===== config.mk =====
export PLATFORM = sky130hd
export DESIGN_NAME = i2m_top
export DESIGN_NICKNAME = d
export VERILOG_FILES = /design/src/i2m_pkg.sv /design/src/i2m_brg_if.sv /design/src/i2m_brg.sv /design/src/i2m_top.sv
export VERILOG_INCLUDE_DIRS = /design/src /design/src/src
export SDC_FILE = /design/constraint.sdc
export NUM_CORES = 1
export LEC_CHECK = 0
export BUFFER_PORTS_ARGS = -buffer_cell sky130_fd_sc_hd__buf_2
export CORE_AREA = 2 2 85 87
export CTS_BUF_LIST = sky130_fd_sc_hd__clkbuf_16
export CTS_CLUSTER_DIAMETER = 60
export CTS_CLUSTER_SIZE = 40
export DETAILED_ROUTE_END_ITERATION = 12
export DIE_AREA = 0 0 87 89
export PLACE_DENSITY = 0.78
export RECOVER_POWER = 100
export SYNTH_ARGS = -nofsm -noshare
export SYNTH_HDL_FRONTEND = slang
export SYNTH_SLANG_ARGS = --single-unit

===== constraint.sdc =====
create_clock -name pclk -period 4.9 [get_ports pclk]
set_input_delay 0.735 -clock pclk [delete_from_list [all_inputs] [get_ports pclk]]
set_output_delay 0.735 -clock pclk [all_outputs]
set_load 0.005 [all_outputs]

===== src/i2m_defines.svh =====
// constants for the i2c master engine: register map, field positions, timing
// Contract
// [RULE1] counter waits for clock high, then reloads
// [RULE2] clock period equals two counter rollovers
// [RULE3] 1 MHz needs fast clock, reload 03h
// [RULE4] each instance keeps its own reload value
// [RULE5] start request with lines high starts count
// [RULE6] second rollover ends start, data held low
// [RULE7] start collision flags event, returns idle
// [RULE8] buffer write during start sets write collision
// [RULE9] low control bits locked during pending condition
// [RULE10] restart accepted only when engine idle
// [RULE11] restart: clock low, release data, rollover
// [RULE12] restart: both high, data low, clear request
// [RULE13] start-seen immediate, event after timeout
// [RULE14] restart collision on data low or clock
// [RULE15] buffer write during restart sets write collision
// [RULE16] software writes address after restart event
// [RULE17] buffer write sets full flag, starts sending
// [RULE18] data changes with clock low, rollover phases
// [RULE19] eighth falling edge clears full, releases data
// [RULE20] ninth falling edge samples acknowledge status
// [RULE21] after ninth clock: event flag, counter stops
// [RULE22] counter counts down, stops, two ticks
// [RULE23] software clears write collision flag itself
`ifndef I2M_DEFINES_SVH
`define I2M_DEFINES_SVH
// register byte offsets
`define I2M_OFF_RELOAD   8'h00
`define I2M_OFF_CTRL2    8'h04
`define I2M_OFF_STATUS   8'h08
`define I2M_OFF_BUFFER   8'h0c
`define I2M_OFF_EVENTS   8'h10
// control register 2 fields
`define I2M_C2_START     0
`define I2M_C2_RESTART   1
`define I2M_C2_ACK_RECEIVED_STATUS   6
`define I2M_C2_LOCK_MASK 5'h1f
// status register fields
`define I2M_ST_FULL      0
`define I2M_ST_START     3
// event register fields, write one to clear
`define I2M_EV_PORT      0
`define I2M_EV_COLL      1
`define I2M_EV_WRITE_COLLISION_FLAG      2
// reset value and bit counter values
`define I2M_RELOAD_RST   7'h09
`define I2M_BIT_LAST     4'h8
`define I2M_BIT_EIGHTH   4'h7
// timing: pclk period and counter tick period in ns
`define I2M_PCLK_NS      25
`define I2M_TICK_NS      50
`define I2M_TICK_CYCLES  (`I2M_TICK_NS / `I2M_PCLK_NS)
`endif


===== src/i2m_pkg.sv =====
// types of the i2c master engine
package i2m_pkg;
	typedef enum logic [3:0] {
		IDLE, ST_WAIT, ST_HOLD, RS_LOW, RS_REL, RS_HWAIT, RS_SETUP, RS_HOLD,
		TX_LOW, TX_HWAIT, TX_HIGH
	} i2m_state_type;
endpackage : i2m_pkg


===== src/i2m_brg_if.sv =====
// carrier between the engine and its bit-rate counter
`timescale 1ns/100ps
interface i2m_brg_if;
	logic       load;
	logic [6:0] reload;
	logic       timeout;
	logic       active;
	modport ctl (output load, output reload, input timeout, input active);
	modport cnt (input load, input reload, output timeout, output active);
endinterface : i2m_brg_if


===== src/i2m_brg.sv =====
// bit-rate counter: reload, count down at twice the instruction rate, stop
`timescale 1ns/100ps
`include "i2m_defines.svh"
module i2m_brg (
	input  wire logic pclk,
	input  wire logic presetn,
	i2m_brg_if.cnt    brg
);
	logic [1:0] div_reg;
	logic       tick;
	logic [6:0] count_reg;
	logic       active_reg;

	// tick divider: 40 MHz down to the 20 MHz count rate
	always_ff @(posedge pclk or negedge presetn) begin
		if (!presetn)
			div_reg <= 2'h0;
		else if (div_reg == 2'(`I2M_TICK_CYCLES - 1))
			div_reg <= 2'h0;
		else
			div_reg <= div_reg + 2'h1;
	end
	assign tick = (div_reg == 2'(`I2M_TICK_CYCLES - 1)); // [RULE2]

	// rollover = reload+1 ticks; zero reload never times out early
	always_ff @(posedge pclk or negedge presetn) begin
		if (!presetn) begin
			count_reg  <= 7'h00;
			active_reg <= 1'b0;
		end else if (brg.load) begin
			count_reg  <= brg.reload; // [RULE4]
			active_reg <= 1'b1;
		end else if (active_reg && tick) begin
			if (count_reg == 7'h00)
				active_reg <= 1'b0; // [RULE22]
			else
				count_reg <= count_reg - 7'h01; // [RULE22]
		end
	end
	// a load in the timeout cycle starts the next rollover; masking it here would loop through the engine
	assign brg.timeout = active_reg && tick && (count_reg == 7'h00);
	assign brg.active  = active_reg;

	a_tick_spacing: assert property (@(posedge pclk) disable iff (!presetn) // [RULE22]
		tick |=> !tick) else $error("count tick faster than half rate");
	a_timeout_stop: assert property (@(posedge pclk) disable iff (!presetn) // [RULE22]
		brg.timeout && !brg.load |=> !active_reg ##1 !brg.timeout) else $error("counter runs past zero");
endmodule : i2m_brg


===== src/i2m_top.sv =====
// i2c master engine: apb registers, start, repeated start and byte transmit
//
// The implementer's own choices: the register offsets and register access over APB.
`timescale 1ns/100ps
`include "i2m_defines.svh"
module i2m_top (
	input  wire logic        pclk,
	input  wire logic        presetn,
	input  wire logic        psel,
	input  wire logic        penable,
	input  wire logic        pwrite,
	input  wire logic [7:0]  paddr,
	input  wire logic [31:0] pwdata,
	output logic      [31:0] prdata,
	output logic             pready,
	output logic             pslverr,
	input  wire logic        bus_clock_pin_in,
	output logic             bus_clock_pin_out,
	output logic             bus_clock_pin_oe,
	input  wire logic        bus_data_pin_in,
	output logic             bus_data_pin_out,
	output logic             bus_data_pin_oe
);
	i2m_pkg::i2m_state_type state_reg;
	i2m_brg_if              brg ();

	logic [6:0] rate_reload_reg;
	logic       start_req_reg;
	logic       restart_req_reg;
	logic       ack_status_reg;
	logic       full_reg;
	logic       start_seen_reg;
	logic [7:0] buffer_reg;
	logic [3:0] bit_reg;
	logic       port_event_reg;
	logic       coll_event_reg;
	logic       write_collision_flag_reg;
	logic       scl_drv_reg;
	logic       sda_drv_reg;
	logic       scl_prev_reg;
	logic       sda_prev_reg;
	logic [31:0] rdata_next;
	logic       wr_access;
	logic       mapped;
	logic       cond_busy;
	logic       engine_busy;
	logic       buf_wr;
	logic       ctrl_wr;
	logic       ev_wr;
	logic       both_high;
	logic       both_low;
	logic       collide;
	logic       start_done;
	logic       restart_done;
	logic       byte_done;
	logic       restart_go;

	i2m_brg i2m_brg_i (
		.pclk    (pclk),
		.presetn (presetn),
		.brg     (brg.cnt)
	);

	// address decode; zero wait states, so pready just follows the access phase
	function automatic logic is_mapped(input logic [7:0] a);
		return (a == `I2M_OFF_RELOAD) || (a == `I2M_OFF_CTRL2) || (a == `I2M_OFF_STATUS) ||
			(a == `I2M_OFF_BUFFER) || (a == `I2M_OFF_EVENTS);
	endfunction : is_mapped
	assign mapped    = is_mapped(paddr);
	assign pready    = psel && penable;
	assign pslverr   = psel && penable && !mapped;
	assign wr_access = psel && penable && pwrite && mapped;
	assign buf_wr    = wr_access && (paddr == `I2M_OFF_BUFFER);
	assign ctrl_wr   = wr_access && (paddr == `I2M_OFF_CTRL2);
	assign ev_wr     = wr_access && (paddr == `I2M_OFF_EVENTS);

	// engine condition summary
	assign cond_busy   = start_req_reg || restart_req_reg;
	assign engine_busy = cond_busy || (state_reg != i2m_pkg::IDLE);
	assign both_high   = bus_clock_pin_in && bus_data_pin_in;
	assign both_low    = !bus_clock_pin_in && !bus_data_pin_in;
	assign restart_go  = ctrl_wr && pwdata[`I2M_C2_RESTART] && !engine_busy; // [RULE10]

	// collision detection across start and restart phases
	always_comb begin
		collide = 1'b0;
		case (state_reg)
			i2m_pkg::IDLE:     collide = start_req_reg && both_low; // [RULE7]
			i2m_pkg::ST_WAIT:  collide = !bus_clock_pin_in ||
				(brg.timeout && !bus_data_pin_in); // [RULE7]
			i2m_pkg::RS_REL:   collide = brg.timeout && !bus_data_pin_in; // [RULE14]
			i2m_pkg::RS_HWAIT: collide = bus_clock_pin_in && !bus_data_pin_in; // [RULE14]
			i2m_pkg::RS_SETUP: collide = !bus_clock_pin_in || !bus_data_pin_in; // [RULE14]
			default:           collide = 1'b0;
		endcase
	end
	assign start_done   = (state_reg == i2m_pkg::ST_HOLD) && brg.timeout;
	assign restart_done = (state_reg == i2m_pkg::RS_HOLD) && brg.timeout;
	assign byte_done    = (state_reg == i2m_pkg::TX_HIGH) && brg.timeout && (bit_reg == `I2M_BIT_LAST);

	// counter load points; clock arbitration holds off every high-phase load
	always_comb begin
		brg.load   = 1'b0;
		brg.reload = rate_reload_reg; // [RULE3]
		case (state_reg)
			i2m_pkg::IDLE:     brg.load = (start_req_reg && both_high) || buf_wr && !engine_busy; // [RULE5] [RULE17]
			i2m_pkg::ST_WAIT:  brg.load = brg.timeout && both_high; // [RULE6]
			i2m_pkg::RS_LOW: begin
				brg.load   = !bus_clock_pin_in;
				brg.reload = {1'b0, rate_reload_reg[5:0]}; // [RULE11]
			end
			i2m_pkg::RS_HWAIT: brg.load = bus_clock_pin_in && bus_data_pin_in; // [RULE1] [RULE12]
			i2m_pkg::RS_SETUP: brg.load = brg.timeout && both_high; // [RULE12]
			i2m_pkg::TX_HWAIT: brg.load = bus_clock_pin_in; // [RULE1]
			i2m_pkg::TX_HIGH:  brg.load = brg.timeout && (bit_reg != `I2M_BIT_LAST); // [RULE18]
			default:           brg.load = 1'b0;
		endcase
	end

	// main sequencer and line drivers
	always_ff @(posedge pclk or negedge presetn) begin
		if (!presetn) begin
			state_reg   <= i2m_pkg::IDLE;
			scl_drv_reg <= 1'b0;
			sda_drv_reg <= 1'b0;
			bit_reg     <= 4'h0;
		end else if (collide) begin
			state_reg   <= i2m_pkg::IDLE; // [RULE7] [RULE14]
			scl_drv_reg <= 1'b0;
			sda_drv_reg <= 1'b0;
		end else begin
			case (state_reg)
				i2m_pkg::IDLE: begin
					if (start_req_reg && both_high) begin
						state_reg <= i2m_pkg::ST_WAIT; // [RULE5]
					end else if (restart_go) begin
						state_reg   <= i2m_pkg::RS_LOW;
						scl_drv_reg <= 1'b1; // [RULE11]
					end else if (buf_wr && !engine_busy) begin
						state_reg   <= i2m_pkg::TX_LOW; // [RULE17]
						scl_drv_reg <= 1'b1;
						bit_reg     <= 4'h0;
					end
				end
				i2m_pkg::ST_WAIT: if (brg.timeout) begin
					state_reg   <= i2m_pkg::ST_HOLD;
					sda_drv_reg <= 1'b1; // [RULE5]
				end
				i2m_pkg::ST_HOLD: if (brg.timeout)
					state_reg <= i2m_pkg::IDLE; // [RULE6]
				i2m_pkg::RS_LOW: if (!bus_clock_pin_in) begin
					state_reg   <= i2m_pkg::RS_REL;
					sda_drv_reg <= 1'b0; // [RULE11]
				end
				i2m_pkg::RS_REL: if (brg.timeout) begin
					state_reg   <= i2m_pkg::RS_HWAIT;
					scl_drv_reg <= 1'b0; // [RULE11]
				end
				i2m_pkg::RS_HWAIT: if (bus_clock_pin_in)
					state_reg <= i2m_pkg::RS_SETUP;
				i2m_pkg::RS_SETUP: if (brg.timeout) begin
					state_reg   <= i2m_pkg::RS_HOLD;
					sda_drv_reg <= 1'b1; // [RULE12]
				end
				i2m_pkg::RS_HOLD: if (brg.timeout)
					state_reg <= i2m_pkg::IDLE; // [RULE12]
				i2m_pkg::TX_LOW: begin
					// data moves only once the clock is seen low
					if (!bus_clock_pin_in)
						sda_drv_reg <= (bit_reg == `I2M_BIT_LAST) ? 1'b0 :
							!buffer_reg[3'(`I2M_BIT_EIGHTH - bit_reg[2:0])]; // [RULE18] [RULE19]
					if (brg.timeout) begin
						state_reg   <= i2m_pkg::TX_HWAIT;
						scl_drv_reg <= 1'b0; // [RULE18]
					end
				end
				i2m_pkg::TX_HWAIT: if (bus_clock_pin_in)
					state_reg <= i2m_pkg::TX_HIGH;
				i2m_pkg::TX_HIGH: if (brg.timeout) begin
					scl_drv_reg <= 1'b1;
					if (bit_reg == `I2M_BIT_LAST) begin
						state_reg   <= i2m_pkg::IDLE; // [RULE21]
						sda_drv_reg <= 1'b0;
					end else begin
						state_reg <= i2m_pkg::TX_LOW;
						bit_reg   <= bit_reg + 4'h1;
					end
				end
				default: state_reg <= i2m_pkg::IDLE;
			endcase
		end
	end

	// request bits: software sets, hardware clears on completion or collision
	always_ff @(posedge pclk or negedge presetn) begin
		if (!presetn) begin
			start_req_reg   <= 1'b0;
			restart_req_reg <= 1'b0;
		end else if (collide || start_done || restart_done) begin
			start_req_reg   <= 1'b0; // [RULE6] [RULE12]
			restart_req_reg <= 1'b0;
		end else if (ctrl_wr && !cond_busy) begin
			// no command queueing: a pending condition locks the low bits
			start_req_reg   <= pwdata[`I2M_C2_START] && (state_reg == i2m_pkg::IDLE); // [RULE9]
			restart_req_reg <= restart_go; // [RULE10]
		end
	end

	// software-side registers: reload value and transmit buffer
	always_ff @(posedge pclk or negedge presetn) begin
		if (!presetn) begin
			rate_reload_reg <= `I2M_RELOAD_RST;
			buffer_reg      <= 8'h00;
		end else begin
			if (wr_access && (paddr == `I2M_OFF_RELOAD))
				rate_reload_reg <= pwdata[6:0]; // [RULE4]
			if (buf_wr && !engine_busy)
				buffer_reg <= pwdata[7:0]; // [RULE8] [RULE15]
		end
	end

	// status: full flag, acknowledge status, start seen on the lines
	always_ff @(posedge pclk or negedge presetn) begin
		if (!presetn) begin
			full_reg       <= 1'b0;
			ack_status_reg <= 1'b0;
			start_seen_reg <= 1'b0;
			scl_prev_reg   <= 1'b1;
			sda_prev_reg   <= 1'b1;
		end else begin
			scl_prev_reg <= bus_clock_pin_in;
			sda_prev_reg <= bus_data_pin_in;
			if (buf_wr && !engine_busy)
				full_reg <= 1'b1; // [RULE17]
			else if (state_reg == i2m_pkg::TX_HIGH && brg.timeout && bit_reg == `I2M_BIT_EIGHTH)
				full_reg <= 1'b0; // [RULE19]
			if (byte_done)
				ack_status_reg <= bus_data_pin_in; // [RULE20]
			// falling data with clock high is a start, rising is a stop
			if (scl_prev_reg && bus_clock_pin_in && sda_prev_reg && !bus_data_pin_in)
				start_seen_reg <= 1'b1; // [RULE13]
			else if (scl_prev_reg && bus_clock_pin_in && !sda_prev_reg && bus_data_pin_in)
				start_seen_reg <= 1'b0;
		end
	end

	// sticky event flags; a hardware set beats a same-cycle software clear
	always_ff @(posedge pclk or negedge presetn) begin
		if (!presetn) begin
			port_event_reg <= 1'b0;
			coll_event_reg <= 1'b0;
			write_collision_flag_reg       <= 1'b0;
		end else begin
			if (start_done || restart_done || byte_done)
				port_event_reg <= 1'b1; // [RULE13] [RULE21]
			else if (ev_wr && pwdata[`I2M_EV_PORT])
				port_event_reg <= 1'b0;
			if (collide)
				coll_event_reg <= 1'b1; // [RULE7]
			else if (ev_wr && pwdata[`I2M_EV_COLL])
				coll_event_reg <= 1'b0;
			// only software clears this one
			if (buf_wr && engine_busy)
				write_collision_flag_reg <= 1'b1; // [RULE8] [RULE15] [RULE23]
			else if (ev_wr && pwdata[`I2M_EV_WRITE_COLLISION_FLAG])
				write_collision_flag_reg <= 1'b0;
		end
	end

	// read mux, captured in the setup phase so read data comes from a flop
	always_comb begin
		rdata_next = 32'h0000_0000;
		case (paddr)
			`I2M_OFF_RELOAD: rdata_next[6:0] = rate_reload_reg;
			`I2M_OFF_CTRL2: begin
				rdata_next[`I2M_C2_START]   = start_req_reg;
				rdata_next[`I2M_C2_RESTART] = restart_req_reg;
				rdata_next[`I2M_C2_ACK_RECEIVED_STATUS] = ack_status_reg;
			end
			`I2M_OFF_STATUS: begin
				rdata_next[`I2M_ST_FULL]  = full_reg;
				rdata_next[`I2M_ST_START] = start_seen_reg;
			end
			`I2M_OFF_BUFFER: rdata_next[7:0] = buffer_reg;
			`I2M_OFF_EVENTS: begin
				rdata_next[`I2M_EV_PORT] = port_event_reg;
				rdata_next[`I2M_EV_COLL] = coll_event_reg;
				rdata_next[`I2M_EV_WRITE_COLLISION_FLAG] = write_collision_flag_reg;
			end
			default: rdata_next = 32'h0000_0000;
		endcase
	end
	always_ff @(posedge pclk or negedge presetn) begin
		if (!presetn)
			prdata <= 32'h0000_0000;
		else if (psel && !penable)
			prdata <= rdata_next;
	end

	// open-drain pins: only ever pull low
	assign bus_clock_pin_out = 1'b0;
	assign bus_data_pin_out  = 1'b0;
	assign bus_clock_pin_oe  = scl_drv_reg;
	assign bus_data_pin_oe   = sda_drv_reg;

	a_start_launch: assert property (@(posedge pclk) disable iff (!presetn) // [RULE5]
		state_reg == i2m_pkg::IDLE && start_req_reg && both_high |=> state_reg == i2m_pkg::ST_WAIT && brg.active)
		else $error("start did not launch counter");
	a_start_hold: assert property (@(posedge pclk) disable iff (!presetn) // [RULE6]
		start_done |=> !start_req_reg && sda_drv_reg && !brg.active)
		else $error("start end wrong");
	a_start_coll: assert property (@(posedge pclk) disable iff (!presetn) // [RULE7]
		state_reg == i2m_pkg::ST_WAIT && !bus_clock_pin_in |=> state_reg == i2m_pkg::IDLE && coll_event_reg
		&& !start_req_reg && !sda_drv_reg) else $error("start collision not handled");
	a_write_collision_flag_busy: assert property (@(posedge pclk) disable iff (!presetn) // [RULE8]
		buf_wr && cond_busy |=> write_collision_flag_reg && $stable(buffer_reg)) else $error("busy buffer write accepted");
	a_ctrl_lock: assert property (@(posedge pclk) disable iff (!presetn) // [RULE9]
		ctrl_wr && cond_busy && !collide && !start_done && !restart_done |=>
		start_req_reg == $past(start_req_reg) && restart_req_reg == $past(restart_req_reg))
		else $error("control written while locked");
	a_restart_idle: assert property (@(posedge pclk) disable iff (!presetn) // [RULE10]
		ctrl_wr && pwdata[`I2M_C2_RESTART] && state_reg != i2m_pkg::IDLE |=> !$rose(restart_req_reg))
		else $error("restart taken while busy");
	a_restart_hold: assert property (@(posedge pclk) disable iff (!presetn) // [RULE12]
		restart_done |=> !restart_req_reg && sda_drv_reg && port_event_reg) else $error("restart end wrong");
	a_restart_coll: assert property (@(posedge pclk) disable iff (!presetn) // [RULE14]
		state_reg == i2m_pkg::RS_REL && brg.timeout && !bus_data_pin_in |=> state_reg == i2m_pkg::IDLE
		&& coll_event_reg && !restart_req_reg && !scl_drv_reg && !sda_drv_reg) else $error("restart collision not handled");
	a_full_set: assert property (@(posedge pclk) disable iff (!presetn) // [RULE17]
		buf_wr && !engine_busy |=> full_reg && state_reg == i2m_pkg::TX_LOW && brg.active)
		else $error("buffer write did not launch byte");
	a_high_load: assert property (@(posedge pclk) disable iff (!presetn) // [RULE1]
		state_reg == i2m_pkg::TX_HWAIT && bus_clock_pin_in |-> !brg.active ##1 state_reg == i2m_pkg::TX_HIGH && brg.active)
		else $error("high phase not reloaded on clock high");
	a_bf_release: assert property (@(posedge pclk) disable iff (!presetn) // [RULE19]
		state_reg == i2m_pkg::TX_HIGH && brg.timeout && bit_reg == `I2M_BIT_EIGHTH |=> !full_reg ##1 (!sda_drv_reg
		|| bus_clock_pin_in)) else $error("eighth edge did not release");
	a_ack_sample: assert property (@(posedge pclk) disable iff (!presetn) // [RULE20]
		byte_done |=> ack_status_reg == $past(bus_data_pin_in)) else $error("ack status not sampled");
	a_byte_end: assert property (@(posedge pclk) disable iff (!presetn) // [RULE21]
		byte_done |=> port_event_reg && scl_drv_reg && !sda_drv_reg && !brg.active && state_reg == i2m_pkg::IDLE)
		else $error("byte end wrong");
endmodule : i2m_top


==> results.sh, run 1 <==
export IMPL_final_cell_mix="dfrtp_1 (49), nand2_1 (29), conb_1 (26)"
export IMPL_drtAntennaViolNets=0
export IMPL_slowest_delay_ns=0.81
export IMPL_finalSetupViolations=0
export IMPL_path_cells="buf_2 > or4b_1 > nor3_1 > nand3_1 > nand4_4 > mux2_2"
export IMPL_leakagePower_nw=1.607
export IMPL_arrival_ns=3.71
export IMPL_drive_gt1_share_pct=19.01
export IMPL_synth_edff_count=0
export IMPL_whs_ns=0.4651
export IMPL_wl_per_cell_um=16.75
export IMPL_grt_pass1_vias=2474
export IMPL_skew_ns=0.008813
export IMPL_cts_buffers=5
export IMPL_cts_tree="done"
export IMPL_hp_class="reg2reg"
export IMPL_clkTransAtPathRegs_ns=0.07
export IMPL_path_buf_inv=1
export IMPL_status="finished with violations"
export IMPL_slowest_stage="nand3_1"
export IMPL_die_y_um=89
export IMPL_viasPerCell=5.869
export IMPL_synthCells=339
export IMPL_slew_headroom_pct=-84.95
export IMPL_post_cts_buffers=0
export IMPL_rsz0062_at_grt="no"
export IMPL_start_util_pct=49.72
export IMPL_post_route_util_pct=52.68
export IMPL_overflow=0
export IMPL_cts_root_buf="clkbuf_16"
export IMPL_layout_commonest_cell="dfrtp_1"
export IMPL_synth_avg_cell_area_um2=9.855
export IMPL_period_minus_slack_ns=3.532
export IMPL_maxCapViolations=1
export IMPL_clock_latency_ns=0.30
export IMPL_crit_fanout=15
export IMPL_crit_family="simple AND/OR/NAND/NOR gates"
export IMPL_seq_area_frac_synth_pct=39.85
export IMPL_synth_ff_type="dfrtp_1"
export IMPL_finalHoldViolCount=0
export IMPL_drt_first_pass_iters=4
export IMPL_n_antenna_cell=0
export IMPL_row_count=30
export IMPL_grt_antenna_before_repair=0
export IMPL_gp_congestion=0.8629
export IMPL_pin_count=85
export IMPL_synthToLayoutAreaGrowth_pct=5.955
export IMPL_slew_viol_final=54
export IMPL_die_w_um=87
export IMPL_required_ns=5.08
export IMPL_ctsHoldBuffers=0
export IMPL_grt_max_degree=54
export IMPL_yosysUniqueCellTypes=63
export IMPL_critPathKind="in2reg"
export IMPL_violations="capacitance limit, slew limit"
export IMPL_start_kind="primary input"
export IMPL_async_flop_share_pct=100.0
export IMPL_htreeDepth=2
export IMPL_num_vias=2600
export IMPL_route_detailed_drc=0
export IMPL_io_buffers=34
export IMPL_fin_crit_sh_pct=72.09
export IMPL_syn_cell_area_um2=3341
export IMPL_yosys_register_bits=53
export IMPL_nNetsFinal=413
export IMPL_ys_warn_count=0
export IMPL_cts_buffer_depth=2
export IMPL_post_dp_hpwl_mm=5.139
export IMPL_tightest_slew_ns=2.774
export IMPL_setup_tns_final_ns=0
export IMPL_die_area_um2=7743
export IMPL_max_freq_mhz=283.1
export IMPL_drt_iter0_drc=193
export IMPL_clock_sinks=53
export IMPL_irDropWorstVdd_mv=0.2335
export IMPL_end_kind="flop"
export IMPL_grt_pass1_wl_mm=12.08
export IMPL_routed_wl_mm=7.420
export IMPL_core_area_um2=6719
export IMPL_grtUsageTotal_pct=20.04
export IMPL_p_per_area_nw_per_um2=441.0
export IMPL_cts_resized=0
[area by class of cell]
cell class,instances,area (µm²)
inverters,13,48.80
clock buffers,5,125.1
multi-input cells,254,1729
well taps,80,100.1
fillers,595,3179
flip-flops and latches,53,1331
clock inverters,3,42.54
repair buffers,35,162.7
[final timing paths]
path | from | to | slack (ns) | depth (start not counted)
min in group asynchronous | presetn | rate_reload_reg[5] | 1.42 | 2
setup / recovery | paddr[7] | i2m_brg_i.count_reg[4] | 1.37 | 6
setup reg to reg | state_reg[0] | i2m_brg_i.count_reg[4] | 1.72 | 5
max in group asynchronous | presetn | bus_data_pin_oe | 1.91 | 2
hold reg to reg | i2m_brg_i.div_reg[0] | i2m_brg_i.div_reg[0] | 0.47 | 1
hold / removal | i2m_brg_i.div_reg[0] | i2m_brg_i.div_reg[0] | 0.47 | 1
[cells in the mapped netlist, types with 4 or more instances]
| master | count | area, µm² |
|---|---|---|
| dfrtp_1 | 49 | 1226 |
| nand2_1 | 29 | 108.9 |
| buf_4 | 26 | 195.2 |
| mux2_2 | 19 | 214.0 |
| o21ai_0 | 17 | 85.08 |
| a21oi_1 | 15 | 75.07 |
| clkbuf_1 | 14 | 52.55 |
| nor2_1 | 14 | 52.55 |
| inv_1 | 13 | 48.80 |
| nor3_1 | 12 | 60.06 |
| nand3_1 | 10 | 50.05 |
| mux2i_1 | 8 | 80.08 |
| nand2b_1 | 6 | 37.54 |
| nor2b_1 | 6 | 37.54 |
| xnor2_1 | 6 | 52.55 |
| nand4_1 | 5 | 31.28 |
| a31oi_1 | 4 | 25.02 |
| dfstp_2 | 4 | 105.1 |
| ha_1 | 4 | 50.05 |
| nand3b_1 | 4 | 30.03 |
| or2_2 | 4 | 25.02 |
[logic make-up (layout without fill, tap and decap cells)]
kind of cell,count (synthesis),after routing,share of synthesized area (%)
muxes,33,33,12.17
and+or+nand+nor,113,113,20.38
other,1,26,0.1123
AOI/OAI and AO/OA,69,69,13.97
DFF,53,53,39.85
adders and majority gates,4,4,1.498
buffers and inverters,57,56,9.663
xor gates and xnor gates,9,9,2.360
[through the flow]
step,cells,total power [mW],cell area [µm²],setup WS (ns)
floorplan,364,1.052,3435,2.392
global placement,435,1.139,3438,2.070
detailed placement,435,1.165,3438,2.071
CTS,443,1.566,3606,2.069
global route,443,1.652,3540,1.116
finish,443,1.561,3540,1.368
[worst reg2reg max path: stages (launching register included)]
cell and delay [ns]:
dfrtp_1 0.61, or4_4 0.67, nor4b_4 0.37, nand3_1 0.61, nand4_4 0.41, mux2_2 0.38
[per-layer routing]
layer	global-route usage, %	vias up	share of wire, %
met5	0	-	0
met3	3.693	15	6.3
met1	26.56	1263	44
met4	6.534	0	1.8
li1	-	1224	-
met2	33.38	98	48
[where the power goes]
part,switching (mW),total (mW),internal [mW],leakage [nW]
clock,0.161,0.401,0.240,0.0852
sequential,0.110,0.617,0.507,0.677
combinational,0.278,0.543,0.265,0.845
total,0.549,1.56,1.01,1.61
Note: power is estimated with default switching activity, not from simulation.
==> run 2: changes to the inputs <==
==> constraint.sdc (replaced) <==
create_clock -name pclk -period 3.6 [get_ports pclk]
set_input_delay 0.54 -clock pclk [delete_from_list [all_inputs] [get_ports pclk]]
set_output_delay 0.54 -clock pclk [all_outputs]
set_load 0.005 [all_outputs]
==> results.sh, run 2 (synthesis gave the netlist of run 1 again) <==
export IMPL_fin_crit_sh_pct=81.91
export IMPL_whs_ns=0.4765
export IMPL_dpl_cell_area_um2=3461
export IMPL_arrival_ns=3.13
export IMPL_synthToLayoutAreaGrowth_pct=6.517
export IMPL_place_inst=438
export IMPL_hp_class="reg2reg"
export IMPL_skew_ns=0.004975
export IMPL_multi_input_area_um2=1742
export IMPL_met2_usage_pct=33.31
export IMPL_met1_usage_pct=26.81
export IMPL_p_per_area_nw_per_um2=588.4
export IMPL_grt_max_degree=36
export IMPL_ctsHoldBuffers=0
export IMPL_finalSetupViolations=0
export IMPL_cts_buffers=5
export IMPL_cts_tree="done"
export IMPL_clock_sinks=53
export IMPL_setup_tns_final_ns=0
export IMPL_rsz0062_at_grt="no"
export IMPL_routed_wl_mm=7.349
export IMPL_violations="capacitance limit, slew limit"
export IMPL_start_util_pct=49.72
export IMPL_num_vias=2600
export IMPL_use_met3_pct=3.509
export IMPL_leakagePower_nw=1.612
export IMPL_die_area_um2=7743
export IMPL_die_y_um=89
export IMPL_finalHoldViolCount=0
export IMPL_grt_pass1_vias=2455
export IMPL_top_usage_layer="met2"
export IMPL_overflow=0
export IMPL_final_cell_mix="dfrtp_1 (49), nand2_1 (29), conb_1 (26), buf_2 (26), mux2_2 (19)"
export IMPL_post_cts_buffers=0
export IMPL_grt_antenna_before_repair=0
export IMPL_critPathKind="in2reg"
export IMPL_grtUsageTotal_pct=19.89
export IMPL_layout_commonest_cell="dfrtp_1"
export IMPL_nNetsFinal=416
export IMPL_worst_r2r_setup_slack_ns=0.99
export IMPL_post_dp_hpwl_mm=5.374
export IMPL_fin_cells=446
export IMPL_tightest_slew_ns=1.814
export IMPL_finalInstanceArea_um2=3558
export IMPL_period_minus_slack_ns=2.949
export IMPL_crit_fanout=15
export IMPL_irDropWorstVdd_mv=0.3115
export IMPL_n_antenna_cell=0
export IMPL_row_count=30
export IMPL_gp_congestion=0.8417
export IMPL_required_ns=3.78
export IMPL_max_freq_mhz=339.1
export IMPL_register_area_um2=1331
export IMPL_die_w_um=87
export IMPL_slew_viol_final=36
export IMPL_maxCapViolations=1
export IMPL_drtAntennaViolNets=0
export IMPL_clkTransAtPathRegs_ns=0.07
export IMPL_pin_count=85
export IMPL_htreeDepth=2
export IMPL_core_area_um2=6719
export IMPL_io_buffers=34
export IMPL_status="finished with violations"
export IMPL_clock_latency_ns=0.29
export IMPL_cts_buffer_depth=2
export IMPL_slew_headroom_pct=-20.94
export IMPL_grt_pass1_wl_mm=12.03
export IMPL_wl_per_cell_um=16.48
export IMPL_cts_resized=0
export IMPL_drt_iter0_drc=187
export IMPL_start_kind="primary input"
export IMPL_route_detailed_drc=0
export IMPL_viasPerCell=5.830
export IMPL_drt_first_pass_iters=4
export IMPL_end_kind="flop"
export IMPL_cts_root_buf="clkbuf_16"
export IMPL_drive_gt1_share_pct=20.49
export IMPL_fillers=605
[run 2: cell count changes in the layout (fill, tap and decap cells not counted)]
cell,before,now
bufinv_16,1,0
clkbuf_1,10,9
nand3_1,12,11
clkinvlp_4,0,1
nand3_4,0,1
buf_2,25,26
inv_1,14,13
inv_6,0,1
buf_4,0,3
[run 2: worst paths after layout]
kind,startpoint,endpoint,cells after the start
worst max-delay path,paddr[7],i2m_brg_i.count_reg[4],6
max in group asynchronous,presetn,bit_reg[3],2
worst max register to register,state_reg[3],i2m_brg_i.count_reg[4],5
worst min register to register,prdata[0],prdata[0],2
worst min-delay path,prdata[0],prdata[0],2
min in group asynchronous,presetn,rate_reload_reg[5],1
[run 2: worst max-delay path, stage by stage]
cell and delay [ns]:
buf_2 0.10, or4b_1 0.52, nor3_1 0.91, nand3_4 0.40, nand4_4 0.27, mux2_2 0.37
[run 2: per-layer routing]
layer | routed length (µm) | up-vias | part of all wire, %
met5 | 0 | - | 0
met4 | 75 | 0 | 1.0
met3 | 442 | 11 | 6.0
met2 | 3525 | 107 | 48
met1 | 3306 | 1257 | 45
li1 | - | 1225 | -
[run 2: cell type report]
type                       count  share of cell area [%]
clock buffer                   5                   3.516
timing repair buffer          38                   5.239
sequential                    53                   37.41
multi-input combinational    254                   48.95
clock inverter                 3                  0.7032
tap                           80                   2.813
inverter                      13                   1.371
[run 2: stage by stage]
step | power [mW] | setup WS (ns) | utilization (%)
3_3_place_gp | 1.569 | 1.017 | 51.51
5_1_grt | 2.235 | 0.5220 | 52.96
2_1_floorplan | 1.431 | 1.410 | -
4_1_cts | 2.094 | 1.032 | 53.74
6_report | 2.094 | 0.6513 | 52.96
3_5_place_dp | 1.603 | 0.9727 | 51.51
[run 2: where the power goes]
group	switching [mW]	total (mW)	leakage [nW]	internal [mW]
combinational	0.438	0.811	0.865	0.374
sequential	0.102	0.794	0.677	0.691
clock	0.227	0.489	0.0704	0.262
total	0.767	2.09	1.61	1.33
==> run 3: changes to the inputs <==
--- a/config.mk
+++ b/config.mk
@@ -6,14 +6,15 @@
 export SDC_FILE = /design/constraint.sdc
 export NUM_CORES = 1
 export LEC_CHECK = 0
+export ABC_AREA = 1
 export BUFFER_PORTS_ARGS = -buffer_cell sky130_fd_sc_hd__buf_2
-export CORE_AREA = 2 2 85 87
+export CORE_AREA = 2 2 87 89
 export CTS_BUF_LIST = sky130_fd_sc_hd__clkbuf_16
 export CTS_CLUSTER_DIAMETER = 60
 export CTS_CLUSTER_SIZE = 40
 export DETAILED_ROUTE_END_ITERATION = 12
-export DIE_AREA = 0 0 87 89
-export PLACE_DENSITY = 0.78
+export DIE_AREA = 0 0 89 91
+export PLACE_DENSITY = 0.77
 export RECOVER_POWER = 100
 export SYNTH_ARGS = -nofsm -noshare
 export SYNTH_HDL_FRONTEND = slang
==> constraint.sdc (replaced) <==
create_clock -name pclk -period 2.9 [get_ports pclk]
set_input_delay 0.435 -clock pclk [delete_from_list [all_inputs] [get_ports pclk]]
set_output_delay 0.435 -clock pclk [all_outputs]
set_load 0.005 [all_outputs]
==> results.sh, run 3 <==
export IMPL_register_area_um2=1331
export IMPL_cts_resized=0
export IMPL_row_count=31
export IMPL_skew_ns=0.006541
export IMPL_tightest_slew_ns=0.9388
export IMPL_place_ws_ns=0.7324
export IMPL_synthCells=473
export IMPL_gp_congestion=0.9138
export IMPL_start_kind="flop"
export IMPL_die_area_um2=8099
export IMPL_pwr_share_seq_pct=36.5
export IMPL_drt_iter0_drc=224
export IMPL_post_dp_hpwl_mm=5.949
export IMPL_p_per_area_nw_per_um2=713.0
export IMPL_synth_edff_count=0
export IMPL_layout_commonest_cell="nand2_1"
export IMPL_slew_viol_final=0
export IMPL_yosys_top_cells_count="nand2_1 (106), inv_1 (60), dfrtp_1 (49), nor2_1 (41), nand3_1 (30)"
export IMPL_synth_avg_cell_area_um2=7.391
export IMPL_synth_most_common_cell="nand2_1"
export IMPL_core_area_um2=7137
export IMPL_layout_setup_ws_ns=0.7000
export IMPL_grt_pass1_vias=2965
export IMPL_slew_headroom_pct=37.41
export IMPL_multi_input_area_um2=1724
export IMPL_grt_max_degree=39
export IMPL_max_freq_mhz=454.6
export IMPL_drt_met1_wl_mm=3.534
export IMPL_grtUsageTotal_pct=20.66
export IMPL_die_y_um=91
export IMPL_critPathKind="reg2reg"
export IMPL_p_comb_share_pct=41.8
export IMPL_ctsHoldBuffers=0
export IMPL_cts_buffers=5
export IMPL_cts_buffer_depth=2
export IMPL_whs_ns=0.2049
export IMPL_nNetsFinal=560
export IMPL_synth_area_leaders="dfrtp_1 (35%), nand2_1 (11%), inv_1 (6.4%)"
export IMPL_arrival_ns=2.39
export IMPL_route_detailed_drc=0
export IMPL_crit_fanout=21
export IMPL_internal_power_mw=1.574
export IMPL_cts_root_buf="clkbuf_16"
export IMPL_post_route_util_pct=52.51
export IMPL_wl_per_cell_um=12.58
export IMPL_clock_sinks=53
export IMPL_required_ns=3.09
export IMPL_status="complete, no violations"
export IMPL_end_kind="flop"
export IMPL_post_cts_buffers=0
export IMPL_grt_antenna_before_repair=0
export IMPL_syn_cell_area_um2=3496
export IMPL_yosysUniqueCellTypes=43
export IMPL_seq_area_frac_synth_pct=38.08
export IMPL_place_inst=601
export IMPL_io_buffers=34
export IMPL_rsz0062_at_grt="no"
export IMPL_cts_tree="done"
export IMPL_routed_wl_mm=7.662
export IMPL_top_layer_used="met4"
export IMPL_period_minus_slack_ns=2.200
export IMPL_fin_cells=609
export IMPL_async_flop_share_pct=100.0
export IMPL_irDropWorstVdd_mv=0.4154
export IMPL_setup_tns_final_ns=0
export IMPL_drive_gt1_share_pct=13.73
export IMPL_finalHoldViolCount=0
export IMPL_ys_warn_count=0
export IMPL_start_util_pct=48.98
export IMPL_wl_met2_mm=3.553
export IMPL_synthToLayoutAreaGrowth_pct=7.194
export IMPL_drt_first_pass_iters=5
export IMPL_num_vias=3087
export IMPL_pin_count=85
export IMPL_htreeDepth=2
export IMPL_synth_ff_type="dfrtp_1"
export IMPL_clock_latency_ns=0.29
export IMPL_n_antenna_cell=0
export IMPL_power_share_switching_pct=41.09
export IMPL_pwr_share_clk_pct=21.7
export IMPL_yosys_area_top_type_share_pct=35.08
export IMPL_drtAntennaViolNets=0
export IMPL_clkTransAtPathRegs_ns=0.07
export IMPL_fillers=715
export IMPL_grt_pass1_wl_mm=13.38
export IMPL_maxCapViolations=0
export IMPL_p_sw_mw=1.098
export IMPL_wl_met3_um=437
export IMPL_fin_crit_sh_pct=75.86
export IMPL_die_w_um=89
export IMPL_viasPerCell=5.069
export IMPL_yosys_register_bits=53
export IMPL_synth_largest_area_cell="dfrtp_1"
export IMPL_finalSetupViolations=0
export IMPL_final_cell_mix="nand2_1 (113), inv_1 (63), dfrtp_1 (49)"
export IMPL_hp_class="in2async"
export IMPL_leakagePower_nw=1.956
export IMPL_overflow=0
run 3: cell type report:
class                      instances  share of cell area, %
multi-input combinational        343                  46.01
tap                               99                  3.306
clock inverter                     3                 0.4341
inverter                          70                  7.078
sequential                        53                  35.53
clock buffer                       5                  3.339
timing repair buffer              36                  4.307
run 3: stage by stage:
stage / power, mW / instance area [µm²]
5_1_grt: 2.915 / 3747
4_1_cts: 2.719 / 3804
3_5_place_dp: 2.136 / 3662
6_report: 2.672 / 3747
3_3_place_gp: 2.095 / 3662
2_1_floorplan: 1.912 / 3590
run 3: path summary, 6_finish.rpt:
path	cells past startpoint	endpoint	startpoint	slack, ns
hold / removal	1	prdata[3]	presetn	0.20
hold reg to reg	1	i2m_brg_i.div_reg[1]	i2m_brg_i.div_reg[0]	0.43
max in group asynchronous	2	state_reg[2]	presetn	1.29
setup / recovery	8	i2m_brg_i.count_reg[4]	state_reg[0]	0.70
setup reg to reg	8	i2m_brg_i.count_reg[4]	state_reg[0]	0.70
min in group pclk	1	sda_prev_reg	bus_data_pin_in	0.26
run 3: metal layers:
metal / vias up / GRT usage, %
met5: - / 0
met4: 0 / 6.219
met3: 15 / 3.636
met2: 102 / 32.96
met1: 1431 / 28.50
li1: 1539 / -
run 3: cell families after synthesis:
kind of cell,after synthesis,synth area share (%)
other,1,0.1073
DFF,53,38.08
adders and majority gates,4,1.432
AOI/OAI and AO/OA,69,10.74
and+or+nand+nor,238,33.79
buffers and inverters,102,14.35
xor gates and xnor gates,6,1.503
run 3: power groups by stage:
stage	Sequential, mW	Combinational, mW	Clock, mW
4_1_cts	0.976	1.15	0.591
2_1_floorplan	0.967	0.945	0
6_report	0.976	1.12	0.579
5_1_grt	0.996	1.30	0.622
3_3_place_gp	0.984	1.11	0
3_5_place_dp	0.987	1.15	0
run 3: critical path: stages (launching register included):
cell,delay [ns]
dfrtp_1,0.45
nor2_1,0.36
nand3_2,0.14
inv_1,0.17
nand4_4,0.32
nand3_2,0.32
inv_1,0.14
o21ai_1,0.14
inv_1,0.05
